File: config.mk
export PLATFORM = sky130hd
export DESIGN_NAME = sbr_regs
export DESIGN_NICKNAME = d
export VERILOG_FILES = /design/src/design/sbr_pkg.sv /design/src/design/sbr_regs.sv
export SDC_FILE = /design/constraint.sdc
export NUM_CORES = 1
export LEC_CHECK = 0
export ABC_AREA = 1
export BUFFER_PORTS_ARGS = -buffer_cell sky130_fd_sc_hd__buf_2
export CORE_MARGIN = 1.5
export CORE_UTILIZATION = 40
export CTS_CLUSTER_DIAMETER = 30
export DETAILED_ROUTE_END_ITERATION = 10
export PLACE_DENSITY = 0.68
export SYNTH_ARGS = -nofsm -noshare
export SYNTH_HDL_FRONTEND = slang
export SYNTH_SLANG_ARGS = --single-unit
File: constraint.sdc
create_clock -name pclk -period 1.7 [get_ports pclk]
set_input_delay 0.085 -clock pclk [delete_from_list [all_inputs] [get_ports pclk]]
set_output_delay 0.085 -clock pclk [all_outputs]
set_load 0.03 [all_outputs]
File: src/design/sbr_pkg.sv
package sbr_pkg;

  // ****************************************
  // Bus shape
  // ****************************************
  localparam int unsigned ADDR_W   = 12;
  localparam int unsigned DATA_W   = 32;
  localparam int unsigned REG_W    = 8;
  localparam int unsigned IDX_W    = 10;
  localparam int unsigned IDX_LSB  = 2;

  // ****************************************
  // Register indices, byte address is four times
  // ****************************************
  localparam logic [IDX_W-1:0] IDX_NODE_ID   = 10'h000;
  localparam logic [IDX_W-1:0] IDX_GAP_CTRL  = 10'h001;
  localparam logic [IDX_W-1:0] IDX_PORT_CAP  = 10'h002;
  localparam logic [IDX_W-1:0] IDX_SPEED_CAP = 10'h003;
  localparam logic [IDX_W-1:0] IDX_LINK_PWR  = 10'h004;

  // ****************************************
  // Field positions, bit 0 of the map is the LSB
  // ****************************************
  localparam int unsigned F_PHYS_ID_LSB = 2;
  localparam int unsigned F_ROOT        = 1;
  localparam int unsigned F_CABLE_PWR   = 0;
  localparam int unsigned F_HOLDOFF     = 7;
  localparam int unsigned F_LONG_REQ    = 6;
  localparam int unsigned F_GAP_LSB     = 0;
  localparam int unsigned F_LINK_CTRL   = 7;
  localparam int unsigned F_CONT        = 6;
  localparam int unsigned F_JIT_LSB     = 3;
  localparam int unsigned F_PWR_LSB     = 0;
  localparam int unsigned F_EXT_LSB     = 5;
  localparam int unsigned F_SPD_LSB     = 5;

  // ****************************************
  // Fixed field values and reset values
  // ****************************************
  localparam logic [2:0] EXT_VAL     = 3'h7;
  localparam logic [4:0] PORT_COUNT  = 5'h02;
  localparam logic [2:0] SPEED_VAL   = 3'h2;
  localparam logic [3:0] DELAY_VAL   = 4'h0;
  localparam logic [2:0] JITTER_VAL  = 3'h0;
  localparam logic [5:0] GAP_RST     = 6'h3f;
  localparam logic       LINK_CTRL_RST = 1'h1;
  localparam logic [1:0] STRAP_WAIT  = 2'h2;

  // ****************************************
  // Timing
  // ****************************************
  localparam int unsigned CLK_HZ        = 10_000_000;
  localparam int unsigned LONG_RST_US   = 166;
  localparam int unsigned LONG_RST_CYC  = LONG_RST_US * (CLK_HZ / 1_000_000);
  localparam int unsigned RST_CNT_W     = 11;

endpackage : sbr_pkg

File: src/design/sbr_regs.sv
// Register access over APB and the register addresses are this design's own decisions.
`timescale 1ns/100ps
module sbr_regs #(
  parameter int unsigned LONG_RST_CYCLES = sbr_pkg::LONG_RST_CYC
) (
  // Clock and reset
  input  wire logic                       pclk,
  input  wire logic                       presetn,
  // APB slave
  input  wire logic                       psel,
  input  wire logic                       penable,
  input  wire logic                       pwrite,
  input  wire logic [sbr_pkg::ADDR_W-1:0] paddr,
  input  wire logic [sbr_pkg::DATA_W-1:0] pwdata,
  input  wire logic [3:0]                 pstrb,
  output logic      [sbr_pkg::DATA_W-1:0] prdata,
  output logic                            pready,
  output logic                            pslverr,
  // Events from the arbitration core
  input  wire logic                       bus_reset_event,
  input  wire logic                       selfid_done,
  input  wire logic [5:0]                 selfid_phys_id,
  input  wire logic                       tree_root_won,
  input  wire logic                       config_gap_load,
  input  wire logic [5:0]                 config_gap_value,
  input  wire logic                       port_busy,
  // Device pins
  input  wire logic                       cable_power_pin,
  input  wire logic                       link_power_status_input,
  input  wire logic                       contender_linkon_pin,
  input  wire logic [2:0]                 power_class_pins,
  // Controls to the arbitration core
  output logic                            root_holdoff,
  output logic                            long_bus_reset_drive,
  output logic [5:0]                      gap_count,
  output logic                            node_id_valid,
  // Self-ID packet fields
  output logic                            selfid_link_active,
  output logic                            selfid_contender,
  output logic [2:0]                      selfid_power_class,
  // Link interface enable
  output logic                            link_if_enable
);
  import sbr_pkg::*;

  // ****************************************
  // Pin synchronisers
  // ****************************************
  logic [5:0] pin_meta_q;
  logic [5:0] pin_sync_q;
  wire  [5:0] pin_raw;
  wire        cable_pwr_s;
  wire        link_pwr_s;
  wire        cont_s;
  wire  [2:0] pc_s;

  // Pins gathered into one vector
  assign pin_raw = {power_class_pins, contender_linkon_pin,
                    link_power_status_input, cable_power_pin};
  assign cable_pwr_s = pin_sync_q[0];
  assign link_pwr_s  = pin_sync_q[1];
  assign cont_s  = pin_sync_q[2];
  assign pc_s    = pin_sync_q[5:3];

  // Two flops on every pin
  always_ff @(posedge pclk or negedge presetn) begin
    if (!presetn) begin
      pin_meta_q <= 6'h00;
      pin_sync_q <= 6'h00;
    end else begin
      pin_meta_q <= pin_raw;
      pin_sync_q <= pin_meta_q;
    end
  end

  // ****************************************
  // APB decode
  // ****************************************
  wire [IDX_W-1:0] idx;
  wire             aligned;
  wire             hit_node;
  wire             hit_gap;
  wire             hit_port;
  wire             hit_speed;
  wire             hit_link;
  wire             mapped;
  wire             setup_ph;
  wire             acc_done;
  wire             wr_lane0;
  wire             wr_gap;
  wire             wr_link;
  logic            pready_q;

  // Address to register index
  assign idx       = paddr[IDX_LSB +: IDX_W];
  assign aligned   = (paddr[IDX_LSB-1:0] == 2'h0);
  assign hit_node  = aligned && (idx == IDX_NODE_ID);
  assign hit_gap   = aligned && (idx == IDX_GAP_CTRL);
  assign hit_port  = aligned && (idx == IDX_PORT_CAP);
  assign hit_speed = aligned && (idx == IDX_SPEED_CAP);
  assign hit_link  = aligned && (idx == IDX_LINK_PWR);
  assign mapped    = hit_node | hit_gap | hit_port | hit_speed | hit_link;

  // Phases and write strobes
  assign setup_ph  = psel && !penable;
  assign acc_done  = psel && penable && pready_q;
  assign wr_lane0  = acc_done && pwrite && pstrb[0];
  assign wr_gap    = wr_lane0 && hit_gap;
  assign wr_link   = wr_lane0 && hit_link;

  // ****************************************
  // Bus reset sequencing
  // ****************************************
  logic                 long_req_q;
  logic                 drive_q;
  logic [RST_CNT_W-1:0] rst_cnt_q;
  wire                  start_long;
  wire                  any_reset;
  wire                  cnt_last;

  // Long reset waits for idle ports
  assign start_long = long_req_q && !port_busy && !drive_q;
  assign any_reset  = bus_reset_event || start_long;
  assign cnt_last   = (rst_cnt_q == RST_CNT_W'(LONG_RST_CYCLES - 1));

  // Long reset length counter
  always_ff @(posedge pclk or negedge presetn) begin
    if (!presetn) begin
      drive_q   <= 1'b0;
      rst_cnt_q <= '0;
    end else if (start_long) begin
      drive_q   <= 1'b1;
      rst_cnt_q <= '0;
    end else if (drive_q) begin
      drive_q   <= !cnt_last;
      rst_cnt_q <= rst_cnt_q + RST_CNT_W'(1);
    end
  end

  // ****************************************
  // Node identity and root
  // ****************************************
  logic [5:0] phys_id_q;
  logic       id_valid_q;
  logic       root_q;

  // Self-ID result, dropped by bus reset
  always_ff @(posedge pclk or negedge presetn) begin
    if (!presetn) begin
      phys_id_q  <= 6'h00;
      id_valid_q <= 1'b0;
    end else if (selfid_done) begin
      phys_id_q  <= selfid_phys_id;
      id_valid_q <= 1'b1;
    end else if (any_reset) begin
      id_valid_q <= 1'b0;
    end
  end

  // Root flag, set wins over clear
  always_ff @(posedge pclk or negedge presetn) begin
    if (!presetn) begin
      root_q <= 1'b0;
    end else if (tree_root_won) begin
      root_q <= 1'b1;
    end else if (any_reset) begin
      root_q <= 1'b0;
    end
  end

  // ****************************************
  // Holdoff and reset request
  // ****************************************
  logic holdoff_q;

  // Holdoff survives bus reset
  always_ff @(posedge pclk or negedge presetn) begin
    if (!presetn) begin
      holdoff_q <= 1'b0;
    end else if (wr_gap) begin
      holdoff_q <= pwdata[F_HOLDOFF];
    end
  end

  // Request dropped by bus reset unless a write sets it in the same cycle
  always_ff @(posedge pclk or negedge presetn) begin
    if (!presetn) begin
      long_req_q <= 1'b0;
    end else if (wr_gap && pwdata[F_LONG_REQ]) begin
      long_req_q <= 1'b1;
    end else if (any_reset) begin
      long_req_q <= 1'b0;
    end else if (wr_gap) begin
      long_req_q <= 1'b0;
    end
  end

  // ****************************************
  // Gap count
  // ****************************************
  logic [5:0] gap_q;
  logic       gap_upd_q;
  logic       reset_seen_q;
  wire        gap_load;
  wire        gap_force;

  // Update sources and forcing condition
  assign gap_load  = wr_gap || config_gap_load;
  assign gap_force = any_reset && reset_seen_q && !gap_upd_q && !gap_load;

  // Gap value, update wins over forcing
  always_ff @(posedge pclk or negedge presetn) begin
    if (!presetn) begin
      gap_q <= GAP_RST;
    end else if (wr_gap) begin
      gap_q <= pwdata[F_GAP_LSB +: 6];
    end else if (config_gap_load) begin
      gap_q <= config_gap_value;
    end else if (gap_force) begin
      gap_q <= GAP_RST;
    end
  end

  // Tracks updates between bus resets
  always_ff @(posedge pclk or negedge presetn) begin
    if (!presetn) begin
      gap_upd_q    <= 1'b0;
      reset_seen_q <= 1'b0;
    end else if (any_reset) begin
      gap_upd_q    <= gap_load;
      reset_seen_q <= 1'b1;
    end else if (gap_load) begin
      gap_upd_q    <= 1'b1;
    end
  end

  // ****************************************
  // Link, contender and power class
  // ****************************************
  logic       link_ctrl_q;
  logic       cont_q;
  logic [2:0] pwr_q;
  logic [1:0] strap_cnt_q;
  wire        strap_take;

  // Straps sampled once synchronisers settle
  assign strap_take = (strap_cnt_q == STRAP_WAIT);

  // Strap wait counter after reset release
  always_ff @(posedge pclk or negedge presetn) begin
    if (!presetn) begin
      strap_cnt_q <= 2'h0;
    end else if (strap_cnt_q <= STRAP_WAIT) begin
      strap_cnt_q <= strap_cnt_q + 2'h1;
    end
  end

  // Link-active control, kept across bus reset
  always_ff @(posedge pclk or negedge presetn) begin
    if (!presetn) begin
      link_ctrl_q <= LINK_CTRL_RST;
    end else if (wr_link) begin
      link_ctrl_q <= pwdata[F_LINK_CTRL];
    end
  end

  // Contender and class from pins, then software
  always_ff @(posedge pclk or negedge presetn) begin
    if (!presetn) begin
      cont_q <= 1'b0;
      pwr_q  <= 3'h0;
    end else if (strap_take) begin
      cont_q <= cont_s;
      pwr_q  <= pc_s;
    end else if (wr_link) begin
      cont_q <= pwdata[F_CONT];
      pwr_q  <= pwdata[F_PWR_LSB +: 3];
    end
  end

  // ****************************************
  // Read data
  // ****************************************
  wire [REG_W-1:0] rd_node;
  wire [REG_W-1:0] rd_gap;
  wire [REG_W-1:0] rd_port;
  wire [REG_W-1:0] rd_speed;
  wire [REG_W-1:0] rd_link;
  wire [REG_W-1:0] rd_sel;

  // Register images
  assign rd_node  = {phys_id_q, root_q, cable_pwr_s};
  assign rd_gap   = {holdoff_q, long_req_q, gap_q};
  assign rd_port  = {EXT_VAL, PORT_COUNT};
  assign rd_speed = {SPEED_VAL, 1'b0, DELAY_VAL};
  assign rd_link  = {link_ctrl_q, cont_q, JITTER_VAL, pwr_q};

  // Read mux, unmapped reads zero
  assign rd_sel = ({REG_W{hit_node}}  & rd_node)
                | ({REG_W{hit_gap}}   & rd_gap)
                | ({REG_W{hit_port}}  & rd_port)
                | ({REG_W{hit_speed}} & rd_speed)
                | ({REG_W{hit_link}}  & rd_link);

  // ****************************************
  // APB answer
  // ****************************************
  logic              pslverr_q;
  logic [DATA_W-1:0] prdata_q;

  // Ready one cycle after setup
  always_ff @(posedge pclk or negedge presetn) begin
    if (!presetn) begin
      pready_q  <= 1'b0;
      pslverr_q <= 1'b0;
    end else begin
      pready_q  <= setup_ph;
      pslverr_q <= setup_ph && !mapped;
    end
  end

  // Read data captured at setup
  always_ff @(posedge pclk or negedge presetn) begin
    if (!presetn) begin
      prdata_q <= '0;
    end else if (setup_ph) begin
      prdata_q <= {{(DATA_W-REG_W){1'b0}}, rd_sel};
    end
  end

  // ****************************************
  // Status toward the core and the link
  // ****************************************
  logic l_act_q;
  logic lif_q;

  // Registered link indications
  always_ff @(posedge pclk or negedge presetn) begin
    if (!presetn) begin
      l_act_q <= 1'b0;
      lif_q   <= 1'b0;
    end else begin
      l_act_q <= link_ctrl_q && link_pwr_s;
      lif_q   <= link_pwr_s;
    end
  end

  // Outputs straight from flops
  assign prdata               = prdata_q;
  assign pready               = pready_q;
  assign pslverr              = pslverr_q;
  assign root_holdoff         = holdoff_q;
  assign long_bus_reset_drive = drive_q;
  assign gap_count            = gap_q;
  assign node_id_valid        = id_valid_q;
  assign selfid_link_active   = l_act_q;
  assign selfid_contender     = cont_q;
  assign selfid_power_class   = pwr_q;
  assign link_if_enable       = lif_q;

endmodule : sbr_regs

==> results.py <==
metrics = {
    "floorplan": {
        "row_count": 31,
        "dieArea_um2": 8260,
        "die_y_um": 90.9,
        "die_x_um": 90.9,
        "io_pins": 125,
        "initial_core_util_pct": 41.9,
        "core_area_um2": 7370,
    },
    "global_routing": {
        "grt_overflow": 0,
        "grt_max_degree": 29,
        "grt_pass1_wl_um": 11000,
        "grt_use_total_pct": 17.2,
        "first_global_vias": 2458,
        "antenna_found_initial": 0,
    },
    "final_layout": {
        "nets": 534,
        "design_area_um2": 3830,
        "synthToLayoutAreaGrowth_pct": 24.0,
        "num_antenna_cells": 0,
        "drive_above_1_share_pct": 28.7,
    },
    "setup_path": {
        "critPathKind": "flip-flop to flip-flop",
        "max_stage_delay_ns": 0.41,
        "crit_slowest_cell": "dfrtp_1",
        "cp_top_family": "simple AND/OR/NAND/NOR gates",
        "cp-end-kind": "flip-flop",
        "rr_startpoint": "rst_cnt_q[0]",
        "crit_chain": "ha_1, nand3_2, nor2_2, nand2_1, nor2_4, nand3_1, nand3_1, nand2_1",
        "path_max_fanout": 5,
        "startpoint_type": "flip-flop",
        "required_ns": 1.93,
        "crit_buf_inv": 0,
        "arrival_ns": 1.67,
        "cp-startpoint": "rst_cnt_q[0]",
    },
    "place": {
        "gp_congestion": 0.876,
        "placed_cell_area_um2": 3480,
        "portBuffers": 73,
        "hpwl_um": 5020,
    },
    "synthesis": {
        "synthFlopType": "dfrtp_1",
        "ys_seq_area_share_pct": 49.7,
        "synth_seq_cells": 61,
        "netlist_area_um2": 3090,
        "yosysWarningCount": 0,
        "async_reset_ff_share_pct": 100,
        "syn_avg_cell_area_um2": 8.56,
        "syn-instance-count": 361,
        "synth_edf_count": 0,
        "ys_types": 33,
    },
    "route": {
        "wl_um": 6720,
        "via_count": 2614,
        "routedWlPerCell_um": 12.0,
        "drt_iter0_drc": 97,
        "first_pass_iters": 4,
        "ant_nets": 0,
        "routed_via_density": 4.68,
        "drcViolationCount": 0,
    },
    "pwr": {
        "power_mw": 3.45,
        "power_density_nw_per_um2": 902,
        "p_leak_nw": 2.02,
        "ir_worst_vdd_uv": 600,
    },
    "cts": {
        "cts_root_buf": "clkbuf_8",
        "post_cts_buffers": 0,
        "cts_sinks": 61,
        "cts_tree": "yes",
        "ctsHoldBuffers": 14,
        "ctsHtreeMaxLevel": 3,
        "clk_latency_ns": 0.34,
        "cts_resized": 0,
        "clockBufferDepth": 2,
        "cts_buffers": 9,
        "clk_pin_slew_ns": 0.07,
    },
    "timing": {
        "fin_crit_ns": 1.44,
        "finalCritPeriodShare_pct": 84.5,
        "rsz0062_at_grt": "no",
        "fmax_mhz": 696,
        "slew_violations": 0,
        "hold_viol": 0,
        "final.setup_skew_ns": 0.00408,
        "setup_viol": 0,
        "final.setup.tns_ns": 0,
    },
    "min_path": {
        "worstHoldPathType": "input port to flip-flop",
        "min_from": "pwdata[7]",
    },
    "job": {
        "maxCapViolCount": 0,
    },
    "run_status": {
        "status": "complete, no violations",
    },
}
tightest hold or removal path: stages:
cell,delay (ns)
buf_2,0.10
inv_1,0.10
o21ai_1,0.08
cell families after synthesis:
kind of cell	Yosys count	share of synthesized area, %
compound gates	27	4.90
flops	61	49.7
xor+xnor	1	0.284
simple gates	195	31.2
fa+ha+maj	3	1.22
buf+inv	73	12.6
other cells	1	0.121
sequential cells by signal (all words and copies together), names as in the netlist, 2 cells and up:
register and count:
phys_id_q 6, strap_cnt_q 2, selfid_power_class 3, pin_meta_q 6, prdata 8, gap_count 6
pin_sync_q 6, rst_cnt_q 11
path summary, 6_finish.rpt:
check | slack (ns) | depth (start not counted) | to
min | 0.02 | 3 | link_ctrl_q
min reg2reg | 0.35 | 0 | pin_sync_q[1]
max | 0.26 | 8 | rst_cnt_q[10]
min in group asynchronous | 0.20 | 2 | selfid_link_active
max in group asynchronous | 0.85 | 3 | gap_count[5]
max reg2reg | 0.26 | 8 | rst_cnt_q[10]
metrics by stage:
stage | hold slack [ns] | cells | utilization [%] | setup slack, ns
final | 0.0227 | 559 | 52.0 | 0.264
after global routing | 0.00992 | 559 | 52.0 | 0.130
after CTS | 0.00573 | 559 | 52.0 | 0.256
after detailed placement | 0.0320 | 529 | 47.2 | 0.285
after global placement | 0.0266 | 529 | 47.2 | 0.316
after floorplan | -0.211 | 384 | - | 0.336
per-layer routing:
| metal | share of wire [%] | track usage (%) |
|---|---|---|
| met1 | 46 | 21.6 |
| met2 | 47 | 27.5 |
| met3 | 5.8 | 5.98 |
| met4 | 1.8 | 5.99 |
| met5 | 0 | 0 |
cells in the mapped netlist, types with 3 or more instances:
master	count	area share (%)
nor2_2	5	1.0
inv_1	36	4.4
o21ai_1	14	2.3
buf_4	24	5.8
nand3_2	3	0.97
dfstp_2	7	6.0
dfrtp_1	54	44
o21ai_0	4	0.65
buf_6	3	1.1
a21oi_1	4	0.65
nor2_1	28	3.4
nand3_1	37	6.0
nand2_1	86	10
nand4_1	17	3.4
or2_2	6	1.2
inv_2	6	0.73
ha_1	3	1.2
nor2_4	6	2.2
layout by cell type, fill, tap and decap left out, types with 6 or more instances in the layout:
cell type	n
clkbuf_8	9
inv_1	36
nor2_4	6
or2_2	6
o21ai_1	14
inv_2	6
dlygate4sd3_1	14
buf_2	73
nor2_1	28
dfrtp_1	54
nand4_1	17
conb_1	24
dfstp_2	7
nand3_1	37
nand2_1	86
final cells by class:
| type | count | area, um2 |
|---|---|---|
| Clock buffer | 10 | 128 |
| Clock inverter | 6 | 87.6 |
| Fill cell | 703 | 3540 |
| Inverter | 42 | 158 |
| Multi-Input combinational cell | 250 | 1250 |
| Sequential cell | 61 | 1540 |
| Tap cell | 99 | 124 |
| Timing Repair Buffer | 91 | 548 |
where the power goes:
part / switching, mW / internal, mW / total (mW)
combinational: 0.329 / 0.153 / 0.482
sequential: 0.0437 / 1.54 / 1.58
clock: 0.567 / 0.825 / 1.39
total: 0.940 / 2.52 / 3.45
(Power assumes the default switching activity.)
